$ cat config.mk
export PLATFORM = sky130hd
export DESIGN_NAME = rx_gain_control_carrier_sense
export DESIGN_NICKNAME = d
export VERILOG_FILES = /design/src/pkg/agc_pkg.sv /design/src/rx_gain_control_carrier_sense.sv
export VERILOG_INCLUDE_DIRS = /design/src /design/src/pkg
export SDC_FILE = /design/constraint.sdc
export NUM_CORES = 1
export LEC_CHECK = 0
export ABC_AREA = 1
export BUFFER_PORTS_ARGS = -buffer_cell sky130_fd_sc_hd__buf_2
export CAP_MARGIN = 15
export CELL_PAD_IN_SITES_DETAIL_PLACEMENT = 1
export CELL_PAD_IN_SITES_GLOBAL_PLACEMENT = 1
export CORE_UTILIZATION = 38
export DETAILED_ROUTE_END_ITERATION = 16
export PLACE_DENSITY = 0.74
export SLEW_MARGIN = 25
export SYNTH_ARGS = -nofsm -noshare
export SYNTH_HDL_FRONTEND = slang
export SYNTH_SLANG_ARGS = --single-unit
$ cat constraint.sdc
create_clock -name i_clk -period 4.53 [get_ports i_clk]
set_input_delay 0.453 -clock i_clk [delete_from_list [all_inputs] [get_ports i_clk]]
set_output_delay 0.453 -clock i_clk [all_outputs]
set_load 0.02 [all_outputs]
$ cat src/pkg/agc_consts.svh
`ifndef AGC_CONSTS_SVH
`define AGC_CONSTS_SVH

// Register indices; byte address is four times the index.
`define IDX_TARGET      18'h0df17
`define IDX_PRIO_CS     18'h0df18
`define IDX_DYN         18'h0df19
`define IDX_STATUS      18'h0df40
`define IDX_MANUAL      18'h0df41

// Reset values.
`define RST_TARGET      3'h3
`define RST_PRIO        1'h1
`define RST_REL         2'h0
`define RST_ABS         4'h0
`define RST_HYST        2'h2
`define RST_WAIT        2'h1
`define RST_FRZ         2'h0
`define RST_FLEN        2'h1

// Field positions.
`define POS_PRIO        6
`define POS_REL         4
`define POS_ABS         0
`define POS_HYST        6
`define POS_WAIT        4
`define POS_FRZ         2
`define POS_FLEN        0
`define POS_SECOND_RF_AMPLIFIER_MAN    4
`define POS_DIGITAL_VARIABLE_GAIN_STAGE_MAN    8
`define POS_RSSI_STAT   8

// Carrier sense, gain and averaging figures.
`define ABS_OFF         4'h8
`define REL_DB_1        8'h06
`define REL_DB_2        8'h0a
`define REL_DB_3        8'h0e
`define GAIN_MAX        3'h7
`define GAIN_FULL       5'h15
`define GAIN_STEP_DB    5'h03
`define WAIT_UNIT       7'h08
`define AVG_MIN         7'h08
`define AVG_BASE_SHIFT  3'h3

// Amplitude target in dB per code.
`define TGT_DB_0        8'h18
`define TGT_DB_1        8'h1b
`define TGT_DB_2        8'h1e
`define TGT_DB_3        8'h21
`define TGT_DB_4        8'h24
`define TGT_DB_5        8'h26
`define TGT_DB_6        8'h28
`define TGT_DB_7        8'h2a

`endif

$ cat src/pkg/agc_pkg.sv
package agc_pkg;

    typedef enum logic [2:0] {
        S_WAIT = 3'b001,
        S_ACC  = 3'b010,
        S_ADJ  = 3'b100
    } agc_state_type;

    typedef enum logic [1:0] {
        FRZ_NONE   = 2'h0,
        FRZ_SYNC   = 2'h1,
        FRZ_ANALOG = 2'h2,
        FRZ_ALL    = 2'h3
    } gain_hold_policy_type;

    typedef struct packed {
        logic        psel;
        logic        penable;
        logic        pwrite;
        logic [19:0] paddr;
        logic [31:0] pwdata;
        logic [3:0]  pstrb;
    } apb_req_type;

    typedef struct packed {
        logic        pready;
        logic [31:0] prdata;
        logic        pslverr;
    } apb_rsp_type;

    typedef struct packed {
        logic [2:0] lna1;
        logic [2:0] second_rf_amplifier;
        logic [2:0] digital_variable_gain_stage;
    } gains_type;

endpackage : agc_pkg

$ cat src/rx_gain_control_carrier_sense.sv
// The APB interface to the registers is this design's own decision.
`timescale 1ns/1ps
`include "agc_consts.svh"
// Notes on behaviour
// - Priority bit 1 reduces first amplifier first; 0 empties second amplifier first.
// - Relative threshold code selects off, 6, 10 or 14 dB signal increase.
// - Absolute threshold is signed, 1 dB steps, relative to amplitude target.
// - Absolute code 1000 disables the absolute criterion altogether.
// - Compared strength equals filter amplitude while no gain was taken away.
// - Hysteresis code sets dead zone on the deviation; 00 symmetric and small.
// - After a gain change, discard 8, 16, 24 or 32 samples.
// - Hold code 00 adjusts gain whenever the loop asks.
// - Sync hold code freezes all gain while i_sync_found is high.
// - Analog hold code freezes amplifiers, digital gain still moves.
// - Full hold freezes all gain; software may load gains by hand.
// - Averaging code selects 8, 16, 32 or 64 samples.
// - Target code maps to 24..42 dB; resets to 33 dB.
module rx_gain_control_carrier_sense (
    // Clock and reset
    input  wire logic                 i_clk,
    input  wire logic                 i_rst_b,
    // APB slave
    input  wire agc_pkg::apb_req_type i_apb,
    output agc_pkg::apb_rsp_type      o_apb,
    // Receive datapath
    input  wire logic                 i_amp_valid,
    input  wire logic [7:0]           i_amp,
    input  wire logic                 i_sync_found,
    // Gain and carrier sense
    output agc_pkg::gains_type        o_gains,
    output logic                      o_carrier_sense
);
    import agc_pkg::*;

    typedef struct packed {
        logic [2:0]           target;
        logic                 prio;
        logic [1:0]           rel;
        logic [3:0]           abs;
        logic [1:0]           hyst;
        logic [1:0]           waitc;
        gain_hold_policy_type frz;
        logic [1:0]           flen;
        gains_type            gains;
        agc_state_type        fsm;
        logic [6:0]           cnt;
        logic [13:0]          sum;
        logic [8:0]           rssi;
        logic [8:0]           ref_lvl;
        logic                 rel_hit;
        logic                 cs;
        apb_rsp_type          rsp;
    } state_type;

    localparam state_type ST_RST = '{
        target: `RST_TARGET, prio: `RST_PRIO, rel: `RST_REL, abs: `RST_ABS,
        hyst: `RST_HYST, waitc: `RST_WAIT, frz: gain_hold_policy_type'(`RST_FRZ),
        flen: `RST_FLEN,
        gains: '{lna1: `GAIN_MAX, second_rf_amplifier: `GAIN_MAX, digital_variable_gain_stage: `GAIN_MAX},
        fsm: S_WAIT, cnt: 7'h00, sum: 14'h0000, rssi: 9'h000, ref_lvl: 9'h1ff,
        rel_hit: 1'b0, cs: 1'b0, rsp: '{pready: 1'b0, prdata: 32'h0, pslverr: 1'b0}
    };

    function automatic logic [7:0] target_db(input logic [2:0] c);
        case (c)
            3'h0:    target_db = `TGT_DB_0;
            3'h1:    target_db = `TGT_DB_1;
            3'h2:    target_db = `TGT_DB_2;
            3'h3:    target_db = `TGT_DB_3;
            3'h4:    target_db = `TGT_DB_4;
            3'h5:    target_db = `TGT_DB_5;
            3'h6:    target_db = `TGT_DB_6;
            default: target_db = `TGT_DB_7;
        endcase
    endfunction : target_db

    function automatic logic [7:0] rel_db(input logic [1:0] c);
        case (c)
            2'h1:    rel_db = `REL_DB_1;
            2'h2:    rel_db = `REL_DB_2;
            2'h3:    rel_db = `REL_DB_3;
            default: rel_db = 8'h00;
        endcase
    endfunction : rel_db

    function automatic logic [6:0] wait_len(input logic [1:0] c);
        wait_len = 7'({c, 3'h0}) + `WAIT_UNIT;
    endfunction : wait_len

    function automatic logic [6:0] avg_len(input logic [1:0] c);
        avg_len = `AVG_MIN << c;
    endfunction : avg_len

    // Deviation above which gain drops; the rise threshold widens faster,
    // which gives the asymmetric dead zone of the higher codes.
    function automatic logic [3:0] dec_thr(input logic [1:0] h);
        dec_thr = 4'({2'h0, h}) + 4'h1;
    endfunction : dec_thr

    function automatic logic [3:0] inc_thr(input logic [1:0] h);
        case (h)
            2'h0:    inc_thr = 4'h1;
            2'h1:    inc_thr = 4'h3;
            2'h2:    inc_thr = 4'h5;
            default: inc_thr = 4'h8;
        endcase
    endfunction : inc_thr

    state_type          st_reg;
    state_type          st_next;
    logic [7:0]         avg;
    logic [7:0]         tgt;
    logic [4:0]         steps;
    logic [8:0]         rssi_now;
    logic signed [9:0]  dev;
    logic signed [10:0] abs_thr;
    logic               dec;
    logic               inc;
    logic               frz_dig;
    logic               frz_an;
    logic               abs_ok;
    logic               rel_rise;
    logic               acc;
    logic               done;
    logic               mapped;
    logic [17:0]        idx;
    logic [31:0]        rdata;

    always_comb begin
        st_next  = st_reg;
        avg      = 8'(st_reg.sum >> ({1'b0, st_reg.flen} + `AVG_BASE_SHIFT));
        tgt      = target_db(st_reg.target);
        steps    = `GAIN_FULL - {2'h0, st_reg.gains.lna1} - {2'h0, st_reg.gains.second_rf_amplifier}
                   - {2'h0, st_reg.gains.digital_variable_gain_stage};
        // With no gain taken away the strength is the bare amplitude.
        rssi_now = {1'b0, avg} + {3'h0, 6'(steps * `GAIN_STEP_DB)};
        dev      = $signed({2'h0, avg}) - $signed({2'h0, tgt});
        dec      = dev > $signed({6'h0, dec_thr(st_reg.hyst)});
        inc      = dev < -$signed({6'h0, inc_thr(st_reg.hyst)});
        frz_dig  = (st_reg.frz == FRZ_ALL) || (st_reg.frz == FRZ_SYNC && i_sync_found);
        frz_an   = frz_dig || (st_reg.frz == FRZ_ANALOG);
        abs_thr  = $signed({3'h0, tgt}) + 11'($signed(st_reg.abs));
        abs_ok   = (st_reg.abs != `ABS_OFF) && ($signed({2'h0, rssi_now}) >= abs_thr);
        // No reference exists after reset; the top level keeps the first result from
        // counting as a rise, and the wider sum keeps that level from wrapping.
        rel_rise = {1'b0, rssi_now} >= {1'b0, st_reg.ref_lvl} + {2'h0, rel_db(st_reg.rel)};
        case (st_reg.fsm)
            S_WAIT: begin
                if (i_amp_valid) begin
                    st_next.cnt = st_reg.cnt + 7'h01;
                    if (st_reg.cnt == wait_len(st_reg.waitc) - 7'h01) begin
                        st_next.cnt = 7'h00;
                        st_next.sum = 14'h0000;
                        st_next.fsm = S_ACC;
                    end
                end
            end
            S_ACC: begin
                if (i_amp_valid) begin
                    st_next.sum = st_reg.sum + {6'h00, i_amp};
                    st_next.cnt = st_reg.cnt + 7'h01;
                    if (st_reg.cnt == avg_len(st_reg.flen) - 7'h01) begin
                        st_next.fsm = S_ADJ;
                    end
                end
            end
            S_ADJ: begin
                st_next.rssi = rssi_now;
                if (st_reg.rel == 2'h0) begin
                    st_next.rel_hit = 1'b0;
                    st_next.ref_lvl = rssi_now;
                end else if (st_reg.rel_hit != rel_rise) begin
                    st_next.rel_hit = rel_rise;
                end
                if (!rel_rise) begin
                    st_next.ref_lvl = rssi_now;
                end
                st_next.cs = abs_ok || (st_reg.rel != 2'h0 && rel_rise);
                if (dec && !frz_dig) begin
                    if (!frz_an && st_reg.prio && st_reg.gains.lna1 != 3'h0) begin
                        st_next.gains.lna1 = st_reg.gains.lna1 - 3'h1;
                    end else if (!frz_an && st_reg.gains.second_rf_amplifier != 3'h0) begin
                        st_next.gains.second_rf_amplifier = st_reg.gains.second_rf_amplifier - 3'h1;
                    end else if (!frz_an && st_reg.gains.lna1 != 3'h0) begin
                        st_next.gains.lna1 = st_reg.gains.lna1 - 3'h1;
                    end else if (st_reg.gains.digital_variable_gain_stage != 3'h0) begin
                        st_next.gains.digital_variable_gain_stage = st_reg.gains.digital_variable_gain_stage - 3'h1;
                    end
                end else if (inc && !frz_dig) begin
                    if (st_reg.gains.digital_variable_gain_stage != `GAIN_MAX) begin
                        st_next.gains.digital_variable_gain_stage = st_reg.gains.digital_variable_gain_stage + 3'h1;
                    end else if (!frz_an && !st_reg.prio && st_reg.gains.lna1 != `GAIN_MAX) begin
                        st_next.gains.lna1 = st_reg.gains.lna1 + 3'h1;
                    end else if (!frz_an && st_reg.gains.second_rf_amplifier != `GAIN_MAX) begin
                        st_next.gains.second_rf_amplifier = st_reg.gains.second_rf_amplifier + 3'h1;
                    end else if (!frz_an && st_reg.gains.lna1 != `GAIN_MAX) begin
                        st_next.gains.lna1 = st_reg.gains.lna1 + 3'h1;
                    end
                end
                // Settling samples are skipped only when the gain really moved.
                st_next.cnt = 7'h00;
                st_next.sum = 14'h0000;
                st_next.fsm = (st_next.gains != st_reg.gains) ? S_WAIT : S_ACC;
            end
            default: begin
                st_next.fsm = S_WAIT;
                st_next.cnt = 7'h00;
            end
        endcase

        // APB: one wait state, so every access phase lasts two cycles.
        acc    = i_apb.psel && i_apb.penable;
        done   = acc && st_reg.rsp.pready;
        idx    = i_apb.paddr[19:2];
        mapped = (i_apb.paddr[1:0] == 2'h0) && (idx == `IDX_TARGET || idx == `IDX_PRIO_CS ||
                 idx == `IDX_DYN || idx == `IDX_STATUS || idx == `IDX_MANUAL);
        rdata  = 32'h0;
        case (idx)
            `IDX_TARGET:  rdata[2:0] = st_reg.target;
            `IDX_PRIO_CS: rdata[7:0] = {1'b0, st_reg.prio, st_reg.rel, st_reg.abs};
            `IDX_DYN:     rdata[7:0] = {st_reg.hyst, st_reg.waitc, st_reg.frz, st_reg.flen};
            `IDX_STATUS:  rdata[16:0] = {st_reg.rssi, 6'h00, st_reg.rel_hit, st_reg.cs};
            `IDX_MANUAL:  rdata[10:0] = {st_reg.gains.digital_variable_gain_stage, 1'b0, st_reg.gains.second_rf_amplifier, 1'b0,
                                         st_reg.gains.lna1};
            default:      rdata = 32'h0;
        endcase
        st_next.rsp.pready  = acc && !st_reg.rsp.pready;
        st_next.rsp.pslverr = acc && !st_reg.rsp.pready && !mapped;
        st_next.rsp.prdata  = (acc && !st_reg.rsp.pready && !i_apb.pwrite) ? rdata : 32'h0;
        if (done && i_apb.pwrite && mapped && i_apb.pstrb[0]) begin
            case (idx)
                `IDX_TARGET:  st_next.target = i_apb.pwdata[2:0];
                `IDX_PRIO_CS: begin
                    st_next.prio = i_apb.pwdata[`POS_PRIO];
                    st_next.rel  = i_apb.pwdata[`POS_REL +: 2];
                    st_next.abs  = i_apb.pwdata[`POS_ABS +: 4];
                end
                `IDX_DYN: begin
                    st_next.hyst  = i_apb.pwdata[`POS_HYST +: 2];
                    st_next.waitc = i_apb.pwdata[`POS_WAIT +: 2];
                    st_next.frz   = gain_hold_policy_type'(i_apb.pwdata[`POS_FRZ +: 2]);
                    st_next.flen  = i_apb.pwdata[`POS_FLEN +: 2];
                end
                `IDX_MANUAL: begin
                    if (st_reg.frz == FRZ_ALL) begin
                        st_next.gains.lna1 = i_apb.pwdata[2:0];
                        st_next.gains.second_rf_amplifier = i_apb.pwdata[`POS_SECOND_RF_AMPLIFIER_MAN +: 3];
                    end
                end
                default: st_next.target = st_reg.target;
            endcase
        end
        if (done && i_apb.pwrite && idx == `IDX_MANUAL && i_apb.pstrb[1]
            && st_reg.frz == FRZ_ALL) begin
            st_next.gains.digital_variable_gain_stage = i_apb.pwdata[`POS_DIGITAL_VARIABLE_GAIN_STAGE_MAN +: 3];
        end
    end

    always_ff @(posedge i_clk) begin
        if (!i_rst_b) begin
            st_reg <= ST_RST;
        end else begin
            st_reg <= st_next;
        end
    end

    assign o_apb           = st_reg.rsp;
    assign o_gains         = st_reg.gains;
    assign o_carrier_sense = st_reg.cs;

    logic man_wr;
    assign man_wr = done && i_apb.pwrite && idx == `IDX_MANUAL;
endmodule : rx_gain_control_carrier_sense

==> flow_metrics.py, run 1 <==
metrics = {
    "critical_path": {
        "cp_data_required_time_ns": 4.74,
        "end_kind": "flip-flop",
        "crit_fanout": 4,
        "crit_type": "reg -> reg",
        "start_kind": "flip-flop",
        "reg2reg_depth": 25,
        "cp.arrival_ns": 5.01,
    },
    "timing": {
        "post-route-period-util_pct": 106,
        "slew_headroom_pct": 58.3,
        "min_period_ns": 4.80,
        "fmax_mhz": 208,
        "grt_setup_unrepaired": "true",
        "hold_viol": 0,
        "finalMaxSlewViolations": 0,
        "layout_setup_ws_ns": -0.270,
        "fin_worst_skew_ns": 0.00927,
        "setup_viol": 11,
        "tightest_slew_ns": 0.620,
    },
    "synthesis": {
        "avgSynthCellArea_um2": 7.09,
        "yosys_warnings": 0,
        "ys_async_sr_fraction_pct": 0,
        "ys_types": 57,
        "synth_area_leaders": "dfxtp_1 25%, ha_1 14%, nand2_1 9.9%",
        "netlist_instances": 1029,
        "synthFlopType": "dfxtp_1",
        "synth.most_common_cell": "nand2_1",
        "synth_edf_count": 0,
        "synth_top_cell_area_share_pct": 24.7,
        "ys_seq_elements": 90,
        "synth.cell_area_mm2": 0.00729,
        "synth_sequential_area_ratio_pct": 24.7,
        "synth_top_cell_by_area": "dfxtp_1",
        "synth_common_cells": "192 x nand2_1, 155 x inv_1, 90 x dfxtp_1",
    },
    "finish": {
        "nFillCells": 2464,
        "syn_to_final_growth_pct": 18.2,
        "largest_reg_flops": 61,
        "num-nets-final": 1286,
        "regArea_mm2": 0.00181,
        "drive_above_1_share_pct": 21.1,
        "multi_input_area_mm2": 0.00479,
        "n_antenna_cell": 0,
    },
    "global_routing": {
        "gr-total-overflow": 0,
        "grt_pass1_vias": 7171,
        "grt_max_degree": 42,
        "grt_pass1_wl_mm": 35.9,
        "antenna_found_initial": 0,
        "grt_util_all_layers_pct": 23.1,
    },
    "placed_design": {
        "io_buffers": 76,
        "pre_cts_ws_ns": -0.350,
        "gp_congestion": 0.855,
        "hpwlAfterDp_mm": 17.5,
    },
    "clock_network": {
        "cts.clk_slew.worst_paths_ns": 0.07,
        "cts_buffers": 9,
        "cts_max_level": 3,
        "clk_latency_ns": 0.35,
        "clock-sinks": 90,
        "postCtsHoldBufs": 0,
        "cts_tree": "done",
        "cts_buffer_depth": 2,
        "cts.root.buffer_cell": "clkbuf_16",
    },
    "drt": {
        "vias": 7006,
        "drt-total-wl_mm": 22.1,
        "ant_nets": 0,
        "first_pass_iters": 5,
        "detail_route.iter0.violations": 276,
        "drc": 0,
        "viasPerCell": 5.13,
        "wire_per_inst_um": 16.2,
    },
    "power_and_ir_drop": {
        "p_seq_share_pct": 47.6,
        "p_sw_mw": 0.416,
        "leakagePower_nw": 4.40,
        "power.density_mw_per_mm2": 194,
        "intPower_mw": 1.25,
        "pwr-share-clk_pct": 47.0,
        "peakVddDrop_uv": 181,
        "swShare_pct": 24.9,
        "power_frac_comb_pct": 5.3,
        "power_mw": 1.67,
    },
    "min_path": {
        "hold_path.class": "in -> reg",
        "min_path_cells": 3,
    },
    "floorplan": {
        "io-pin-count": 115,
        "initial_core_util_pct": 38.9,
        "dieArea_mm2": 0.0197,
        "die_w_um": 141,
        "dieHeight_um": 141,
        "core_area_mm2": 0.0188,
        "fp-row-count": 50,
    },
    "run_status": {
        "status": "finished, violations left",
        "violations": "setup timing",
    },
    "job": {
        "cap_violations": 0,
    },
}
==> through the flow <==
step | cell area, µm² | hold WS [ns] | util [%] | setup TNS, ns | std cells
after floorplan | 7410 | 0.405 | - | -0.694 | 1043
after global placement | 8040 | 0.414 | 42.8 | -2.42 | 1342
after detailed placement | 8040 | 0.416 | 42.8 | -3.58 | 1342
after CTS | 8520 | 0.313 | 45.4 | -2.51 | 1362
after global routing | 8620 | 0.335 | 45.9 | -5.11 | 1365
final | 8620 | 0.313 | 45.9 | -2.65 | 1365
==> logic make-up (layout without fill, tap and decap cells) <==
logic type | count (synthesis) | after routing | share of synthesized area [%]
AOI/OAI and AO/OA | 200 | 200 | 15.7
buffers and inverters | 218 | 306 | 13.8
DFF | 90 | 90 | 24.7
and+or+nand+nor | 401 | 401 | 25.9
other | 1 | 15 | 0.0514
xor gates and xnor gates | 29 | 29 | 3.48
adders and majority gates | 89 | 89 | 16.3
muxes | 1 | 1 | 0.137
==> per-layer routing <==
layer / routed length [µm] / vias up / global-route usage, %
li1: - / 3522 / -
met1: 10300 / 3334 / 29.6
met2: 10400 / 125 / 40.1
met3: 850 / 25 / 3.35
met4: 461 / 0 / 6.92
met5: 0 / - / 0
==> power by group through the flow <==
stage / clock network [mW] / registers [mW] / logic (mW)
final: 0.785 / 0.795 / 0.0891
after global routing: 0.830 / 0.795 / 0.0988
after CTS: 0.794 / 0.795 / 0.0889
after detailed placement: 0 / 0.813 / 0.0884
after global placement: 0 / 0.813 / 0.0875
after floorplan: 0 / 0.813 / 0.0581
==> cells in the final DEF, fill, tap and decap left out, types with 12 or more instances in the layout <==
master | Yosys | routed
dfxtp_1 | 90 | 86
xor2_1 | 24 | 19
nor3_1 | 14 | 12
inv_1 | 155 | 148
o21ai_0 | 59 | 55
o211ai_1 | 13 | 13
buf_4 | 44 | 53
buf_2 | 4 | 76
nand2_1 | 192 | 181
nor2_1 | 73 | 73
nand4_1 | 17 | 17
nand2_2 | 5 | 12
nand3_1 | 59 | 58
ha_1 | 79 | 72
conb_1 | 1 | 15
a21oi_1 | 80 | 74
==> area by class of cell <==
| class | instances | share of cell area (%) |
|---|---|---|
| Clock buffer | 9 | 2.61 |
| Clock inverter | 7 | 0.900 |
| Inverter | 159 | 6.96 |
| Multi-Input combinational cell | 735 | 55.6 |
| Sequential cell | 90 | 21.0 |
| Tap cell | 234 | 3.40 |
| Timing Repair Buffer | 131 | 9.58 |
==> worst max-delay path: stages, from the launching register on <==
cell and delay [ns]:
dfxtp_2 0.34, inv_2 0.05, fa_1 0.57, ha_4 0.21
ha_4 0.15, fa_2 0.59, ha_4 0.23, xnor2_1 0.13
buf_4 0.14, ha_1 0.33, a21oi_2 0.20, o21bai_4 0.10
xor2_2 0.19, inv_2 0.07, ha_4 0.27, nand2_1 0.06
o21ai_1 0.13, a21oi_1 0.05, o21ai_1 0.12, a21oi_1 0.08
nand3b_1 0.19, nand2_4 0.14, buf_4 0.14, inv_4 0.04
nand2_1 0.06, nand3_1 0.06
==> what timing repair did <==
| action | CTS | global route |
|---|---|---|
| pin swaps | 15 | 11 |
| setup endpoints to repair | 11 | 17 |
| gates cloned | 1 | 0 |
| setup buffers | 3 | 3 |
| gates resized for setup | 29 | 17 |
| endpoints found under the hold margin | 0 | 0 |
==> final timing paths <==
path | slack [ns] | startpoint | to
max reg2reg | -0.27 | o_gains[8] | st_reg[43]
min reg2reg | 0.42 | st_reg[50] | o_apb[14]
max | -0.27 | o_gains[8] | st_reg[43]
min | 0.31 | i_apb[11] | st_reg[94]
(Power assumes the default switching activity.)
==> inputs of run 2 (changes only) <==
--- a/config.mk
+++ b/config.mk
@@ -14,6 +14,9 @@
 export CORE_UTILIZATION = 38
 export DETAILED_ROUTE_END_ITERATION = 16
 export PLACE_DENSITY = 0.74
+export RECOVER_POWER = 50
+export SETUP_SLACK_MARGIN = 0.3
+export SKIP_LAST_GASP = 1
 export SLEW_MARGIN = 25
 export SYNTH_ARGS = -nofsm -noshare
 export SYNTH_HDL_FRONTEND = slang
==> run 2 against run 1 <==
Against the previous run:
- the run still ends with setup timing left
- wire length grew 2.1%
- clock power up 1%
- sequential cell count unchanged
- largest cell class unchanged
- clock skew up 0.0022 ns
- via count up 0.73%
- combinational power down 1%
- final cell count up 0.88%
- die area unchanged
- first-iteration DRC count fell by 1.8%
- core utilization rose by 0.17 points
- global-route usage grew 0.16 points
- critical path depth decreased by 2
- largest power group is now clock
==> flow_metrics.py, run 2 (same netlist as run 1, synthesis figures left out) <==
metrics = {
    "run_status": {
        "status": "finished, violations left",
        "violations": "setup timing",
    },
    "finish": {
        "drive_above_1_share_pct": 18.8,
        "regArea_mm2": 0.00181,
        "utilization_pct": 46.1,
        "largest_reg_flops": 61,
        "n_antenna_cell": 0,
        "design_area_mm2": 0.00865,
        "num-nets-final": 1298,
        "final_cell_mix": "188 x nand2_1, 147 x inv_1, 85 x dfxtp_1",
        "syn_to_final_growth_pct": 18.6,
        "final_common_cell": "nand2_1",
        "nFillCells": 2433,
        "multi_input_area_mm2": 0.00479,
    },
    "power_and_ir_drop": {
        "leakagePower_nw": 4.35,
        "swShare_pct": 25.2,
        "pwr-share-clk_pct": 47.4,
        "intPower_mw": 1.26,
        "p_sw_mw": 0.423,
        "power_frac_comb_pct": 5.2,
        "peakVddDrop_uv": 168,
        "power.density_mw_per_mm2": 194,
        "power_mw": 1.68,
        "p_seq_share_pct": 47.3,
    },
    "timing": {
        "post-route-period-util_pct": 110,
        "fmax_mhz": 201,
        "min_period_ns": 4.98,
        "grt_setup_unrepaired": "true",
        "setup_viol": 11,
        "slew_headroom_pct": 50.1,
        "fin_worst_skew_ns": 0.0115,
        "layout_setup_ws_ns": -0.452,
        "finalMaxSlewViolations": 0,
        "tightest_slew_ns": 0.746,
        "hold_viol": 0,
    },
    "global_routing": {
        "antenna_found_initial": 0,
        "grt_util_all_layers_pct": 23.3,
        "grtUsageMet1_pct": 30.9,
        "busiest_layer": "met2",
        "use_met2_pct": 39.8,
        "grt_max_degree": 42,
        "grt_pass1_wl_mm": 36.4,
        "met3_usage_pct": 2.60,
        "gr-total-overflow": 0,
        "grt_pass1_vias": 7173,
    },
    "floorplan": {
        "core_area_mm2": 0.0188,
        "dieArea_mm2": 0.0197,
        "dieHeight_um": 141,
        "io-pin-count": 115,
        "initial_core_util_pct": 38.9,
        "fp-row-count": 50,
        "die_w_um": 141,
    },
    "critical_path": {
        "cp.arrival_ns": 5.19,
        "crit_type": "reg -> reg",
        "path_buf_inv": 5,
        "end_kind": "flip-flop",
        "cp_data_required_time_ns": 4.74,
        "crit_fanout": 4,
        "critical_path.top_delay_family": "adder cells",
        "path_cells": "inv_2 > fa_1 > ha_4 > ha_4 > fa_2 > ha_4 > xnor2_1 > buf_4 > ha_1 > buf_4 > xor2_1 > inv_1 > ha_1 > a21oi_1 > o21ai_2 > a21oi_2 > o21ai_1 > a21oi_1 > nand3b_1 > buf_4 > nand2_4 > nand2_1 > o211ai_1",
        "start_kind": "flip-flop",
        "max_stage_delay_ns": 0.60,
        "critPathSlowestCell": "fa_2",
    },
    "clock_network": {
        "cts.clk_slew.worst_paths_ns": 0.07,
        "cts_tree": "done",
        "postCtsHoldBufs": 0,
        "cts_buffer_depth": 2,
        "clk_latency_ns": 0.35,
        "cts_buffers": 9,
        "clock-sinks": 90,
        "cts.root.buffer_cell": "clkbuf_16",
        "cts_max_level": 3,
    },
    "placed_design": {
        "hpwlAfterDp_mm": 17.5,
        "io_buffers": 76,
        "gp_congestion": 0.850,
        "postPlaceCellArea_mm2": 0.00804,
        "pre_cts_ws_ns": -0.478,
    },
    "min_path": {
        "hold_path.class": "in -> reg",
    },
    "drt": {
        "first_pass_iters": 4,
        "viasPerCell": 5.12,
        "drt-total-wl_mm": 22.5,
        "detail_route.iter0.violations": 271,
        "vias": 7057,
        "ant_nets": 0,
        "wire_per_inst_um": 16.4,
        "drc": 0,
    },
    "job": {
        "cap_violations": 0,
    },
}
-- run 2: cell types whose count changed in the layout (fill, tap and decap cells not counted), moves of 4 or more --
cell / delta
buf_2: -29
buf_4: +8
nand2_1: +7
a21oi_2: +4
nand2_2: -5
clkbuf_1: +30
-- run 2: path summary, 6_finish.rpt --
| kind | from | end | slack (ns) | depth (start not counted) |
|---|---|---|---|---|
| min reg2reg | st_reg[48] | o_apb[12] | 0.43 | 2 |
| max | o_gains[8] | st_reg[42] | -0.45 | 23 |
| max reg2reg | o_gains[8] | st_reg[42] | -0.45 | 23 |
| min | i_apb[11] | st_reg[94] | 0.32 | 3 |
-- run 2: timing repair --
action	in CTS	in global routing
pin swaps	25	31
cloned	2	0
setup buffers	7	9
resized for setup	20	30
endpoints found under the setup margin	14	19
-- run 2: layer usage --
layer	up-vias	share of wire, %
met5	-	0
met4	0	1.4
met3	17	2.9
met2	108	47
met1	3374	48
li1	3558	-
-- run 2: power by group through the flow --
| stage | Clock (mW) | Sequential, mW | Combinational (mW) |
|---|---|---|---|
| finish | 0.796 | 0.794 | 0.0880 |
| global placement | 0 | 0.813 | 0.0874 |
| global route | 0.838 | 0.795 | 0.0976 |
| floorplan | 0 | 0.813 | 0.0581 |
| detailed placement | 0 | 0.813 | 0.0891 |
| CTS | 0.809 | 0.794 | 0.0899 |
-- run 2: area by class of cell --
type / instances / share of cell area [%]
clock buffer: 10 / 2.65
clock inverter: 6 / 0.839
inverter: 159 / 6.96
multi-input combinational: 737 / 55.4
sequential: 90 / 20.9
tap: 234 / 3.38
timing repair buffer: 141 / 9.85
-- run 2: metrics by stage --
| step | TNS [ns] | hold WS, ns | cells |
|---|---|---|---|
| after floorplan | -0.694 | 0.405 | 1043 |
| after global placement | -2.93 | 0.415 | 1343 |
| after detailed placement | -4.78 | 0.419 | 1343 |
| after CTS | -3.78 | 0.317 | 1368 |
| after global routing | -6.35 | 0.339 | 1377 |
| final | -4.28 | 0.319 | 1377 |
-- run 2: tightest hold or removal path, cell delays in order --
cell,delay (ns)
buf_2,0.08
a21oi_1,0.05
o21ai_0,0.06
==> inputs of run 3 (changes only) <==
--- a/config.mk
+++ b/config.mk
@@ -11,12 +11,11 @@
 export CAP_MARGIN = 15
 export CELL_PAD_IN_SITES_DETAIL_PLACEMENT = 1
 export CELL_PAD_IN_SITES_GLOBAL_PLACEMENT = 1
-export CORE_UTILIZATION = 38
+export CORE_UTILIZATION = 45
 export DETAILED_ROUTE_END_ITERATION = 16
-export PLACE_DENSITY = 0.74
+export PLACE_DENSITY = 0.83
 export RECOVER_POWER = 50
 export SETUP_SLACK_MARGIN = 0.3
-export SKIP_LAST_GASP = 1
 export SLEW_MARGIN = 25
 export SYNTH_ARGS = -nofsm -noshare
 export SYNTH_HDL_FRONTEND = slang
==> constraint.sdc (replaced) <==
create_clock -name i_clk -period 6.05 [get_ports i_clk]
set_input_delay 0.605 -clock i_clk [delete_from_list [all_inputs] [get_ports i_clk]]
set_output_delay 0.605 -clock i_clk [all_outputs]
set_load 0.02 [all_outputs]
==> run 3 against run 2 <==
Against the previous run:
- clock skew shrank 0.00074 ns
- total power is 27% lower
- first-iteration DRC count is 58% higher
- non-clock buffer count is 56 lower
- fmax down 8.3%
- final area shrank 8.9%
- critical endpoint is now st_reg[38]
- global-route usage is 2.9 points higher
- critical path depth rose by 2
- wire length shrank 6.2%
- the flow finishes with violations (capacitance limit, slew limit)
- largest power group is now registers
- final cell count decreased by 5.5%
- critical path type unchanged
- highest routed layer unchanged
- sequential cell count unchanged
- via count shrank 2.7%
==> flow_metrics.py, run 3 (same netlist as run 1, synthesis figures left out) <==
metrics = {
    "critical_path": {
        "critical_path.top_delay_family": "adder cells",
        "cp_data_required_time_ns": 6.20,
        "reg2reg_depth": 25,
        "end_kind": "flip-flop",
        "crit_fanout": 17,
        "start_kind": "flip-flop",
        "r2r-end": "st_reg[38]",
        "worst_path_most_repeated_cell": "ha_1",
        "crit_type": "reg -> reg",
        "r2r_slack_ns": 0.62,
        "r2r_start": "o_gains[5]",
        "cp.arrival_ns": 5.58,
        "max_stage_delay_ns": 0.53,
        "path_buf_inv": 4,
        "critPathSlowestCell": "fa_1",
    },
    "clock_network": {
        "cts.root.buffer_cell": "clkbuf_16",
        "clk_latency_ns": 0.35,
        "cts_buffer_depth": 2,
        "cts_tree": "done",
        "cts_buffers": 9,
        "cts.clk_slew.worst_paths_ns": 0.07,
        "clock-sinks": 90,
        "cts_max_level": 3,
    },
    "global_routing": {
        "grt_util_all_layers_pct": 26.2,
        "grt_pass1_wl_mm": 34.1,
        "gr-total-overflow": 0,
        "antenna_found_initial": 0,
        "grt_max_degree": 42,
        "grt_pass1_vias": 6821,
    },
    "finish": {
        "nFillCells": 2115,
        "syn_to_final_growth_pct": 8.03,
        "n_antenna_cell": 0,
        "final_common_cell": "nand2_1",
        "num-nets-final": 1240,
        "largest_reg_flops": 61,
        "final_cell_mix": "191 x nand2_1, 155 x inv_1, 90 x dfxtp_1",
        "drive_above_1_share_pct": 10.1,
    },
    "drt": {
        "detail_route.iter0.violations": 428,
        "drc": 0,
        "ant_nets": 0,
        "drt-total-wl_mm": 21.1,
        "first_pass_iters": 4,
        "vias": 6869,
        "wire_per_inst_um": 16.2,
        "viasPerCell": 5.28,
    },
    "min_path": {
        "hold_path.class": "reg -> reg",
        "hp-start": "st_reg[49]",
        "min_path_cells": 2,
        "worst_hold_path.endpoint": "o_apb[13]",
    },
    "timing": {
        "hold_viol": 0,
        "tightest_slew_ns": 1.95,
        "setup_viol": 0,
        "finalMaxSlewViolations": 42,
        "hold-worst-slack_ns": 0.428,
        "fin_worst_skew_ns": 0.0107,
        "grt_setup_unrepaired": "false",
        "slew_headroom_pct": -30.2,
        "setup_tns_ns": 0,
        "min_period_ns": 5.43,
        "post-route-period-util_pct": 89.7,
        "fmax_mhz": 184,
    },
    "floorplan": {
        "dieHeight_um": 129,
        "initial_core_util_pct": 46.1,
        "dieArea_mm2": 0.0167,
        "die_w_um": 129,
        "io-pin-count": 115,
        "fp-row-count": 46,
        "core_area_mm2": 0.0158,
    },
    "run_status": {
        "status": "finished, violations left",
        "violations": "capacitance limit, slew limit",
    },
    "power_and_ir_drop": {
        "leakagePower_nw": 4.07,
        "power.density_mw_per_mm2": 155,
        "peakVddDrop_uv": 139,
    },
    "placed_design": {
        "hpwlAfterDp_mm": 16.6,
        "gp_congestion": 0.869,
        "io_buffers": 76,
    },
    "job": {
        "cap_violations": 1,
    },
}
## run 3: changes by cell type in the layout (fill, tap and decap cells not counted), moves of 5 or more
| cell | change |
|---|---|
| a21oi_2 | -9 |
| inv_2 | -6 |
| ha_4 | -10 |
| inv_1 | +8 |
| o21ai_0 | +9 |
| o21ai_1 | -6 |
| dfxtp_1 | +5 |
| buf_4 | -52 |
| dfxtp_2 | -5 |
| ha_1 | +10 |
| a21oi_1 | +9 |
## run 3: power by group
| group | internal (mW) | switching (mW) | total (mW) |
|---|---|---|---|
| clock network | 0.291 | 0.267 | 0.558 |
| logic | 0.0197 | 0.0456 | 0.0652 |
| registers | 0.594 | 0.00129 | 0.595 |
## run 3: routing by layer
layer / share of wire, % / global-route usage, %
met1: 46 / 34.0
met2: 46 / 43.6
met3: 5.2 / 4.38
met4: 2.6 / 9.69
met5: 0 / 0
## run 3: metrics by stage
stage	power, mW	area, µm²	utilization [%]	std cells	setup WS (ns)
floorplan	0.652	7340	-	1043	1.10
global placement	0.673	7650	48.4	1284	0.509
detailed placement	0.674	7650	48.4	1284	0.379
CTS	1.22	7930	50.1	1300	0.363
global route	1.25	7880	49.8	1301	0.225
finish	1.22	7880	49.8	1301	0.620
## run 3: tightest hold or removal path: stages (launching register included)
cell and delay (ns):
dfxtp_1 0.31, inv_1 0.05, nor2_1 0.03
## run 3: worst max path at each step
stage / startpoint / slack (ns) / cells after the start / endpoint
2_1_floorplan: o_gains[5] / 1.10 / 24 / st_reg[42]
3_3_place_gp: o_gains[5] / 0.51 / 25 / st_reg[43]
3_5_place_dp: o_gains[5] / 0.38 / 25 / st_reg[43]
4_1_cts: o_gains[5] / 0.36 / 25 / st_reg[43]
5_1_grt: o_gains[5] / 0.22 / 25 / st_reg[37]
6_report: o_gains[5] / 0.62 / 25 / st_reg[38]
## run 3: layout make-up
type	count	area, µm²	area share [%]
Timing Repair Buffer	85	410	5.21
Clock buffer	10	239	3.03
Sequential cell	90	1800	22.9
Multi-Input combinational cell	735	4520	57.4
Tap cell	216	270	3.43
Inverter	159	597	7.58
Clock inverter	6	40.0	0.508
## run 3: timing repair
| item | CTS | global route |
|---|---|---|
| buffers inserted | 0 | 1 |
| gates resized for setup | 0 | 2 |
| endpoints found under the setup margin | 0 | 11 |
| hold buffers | 0 | 0 |
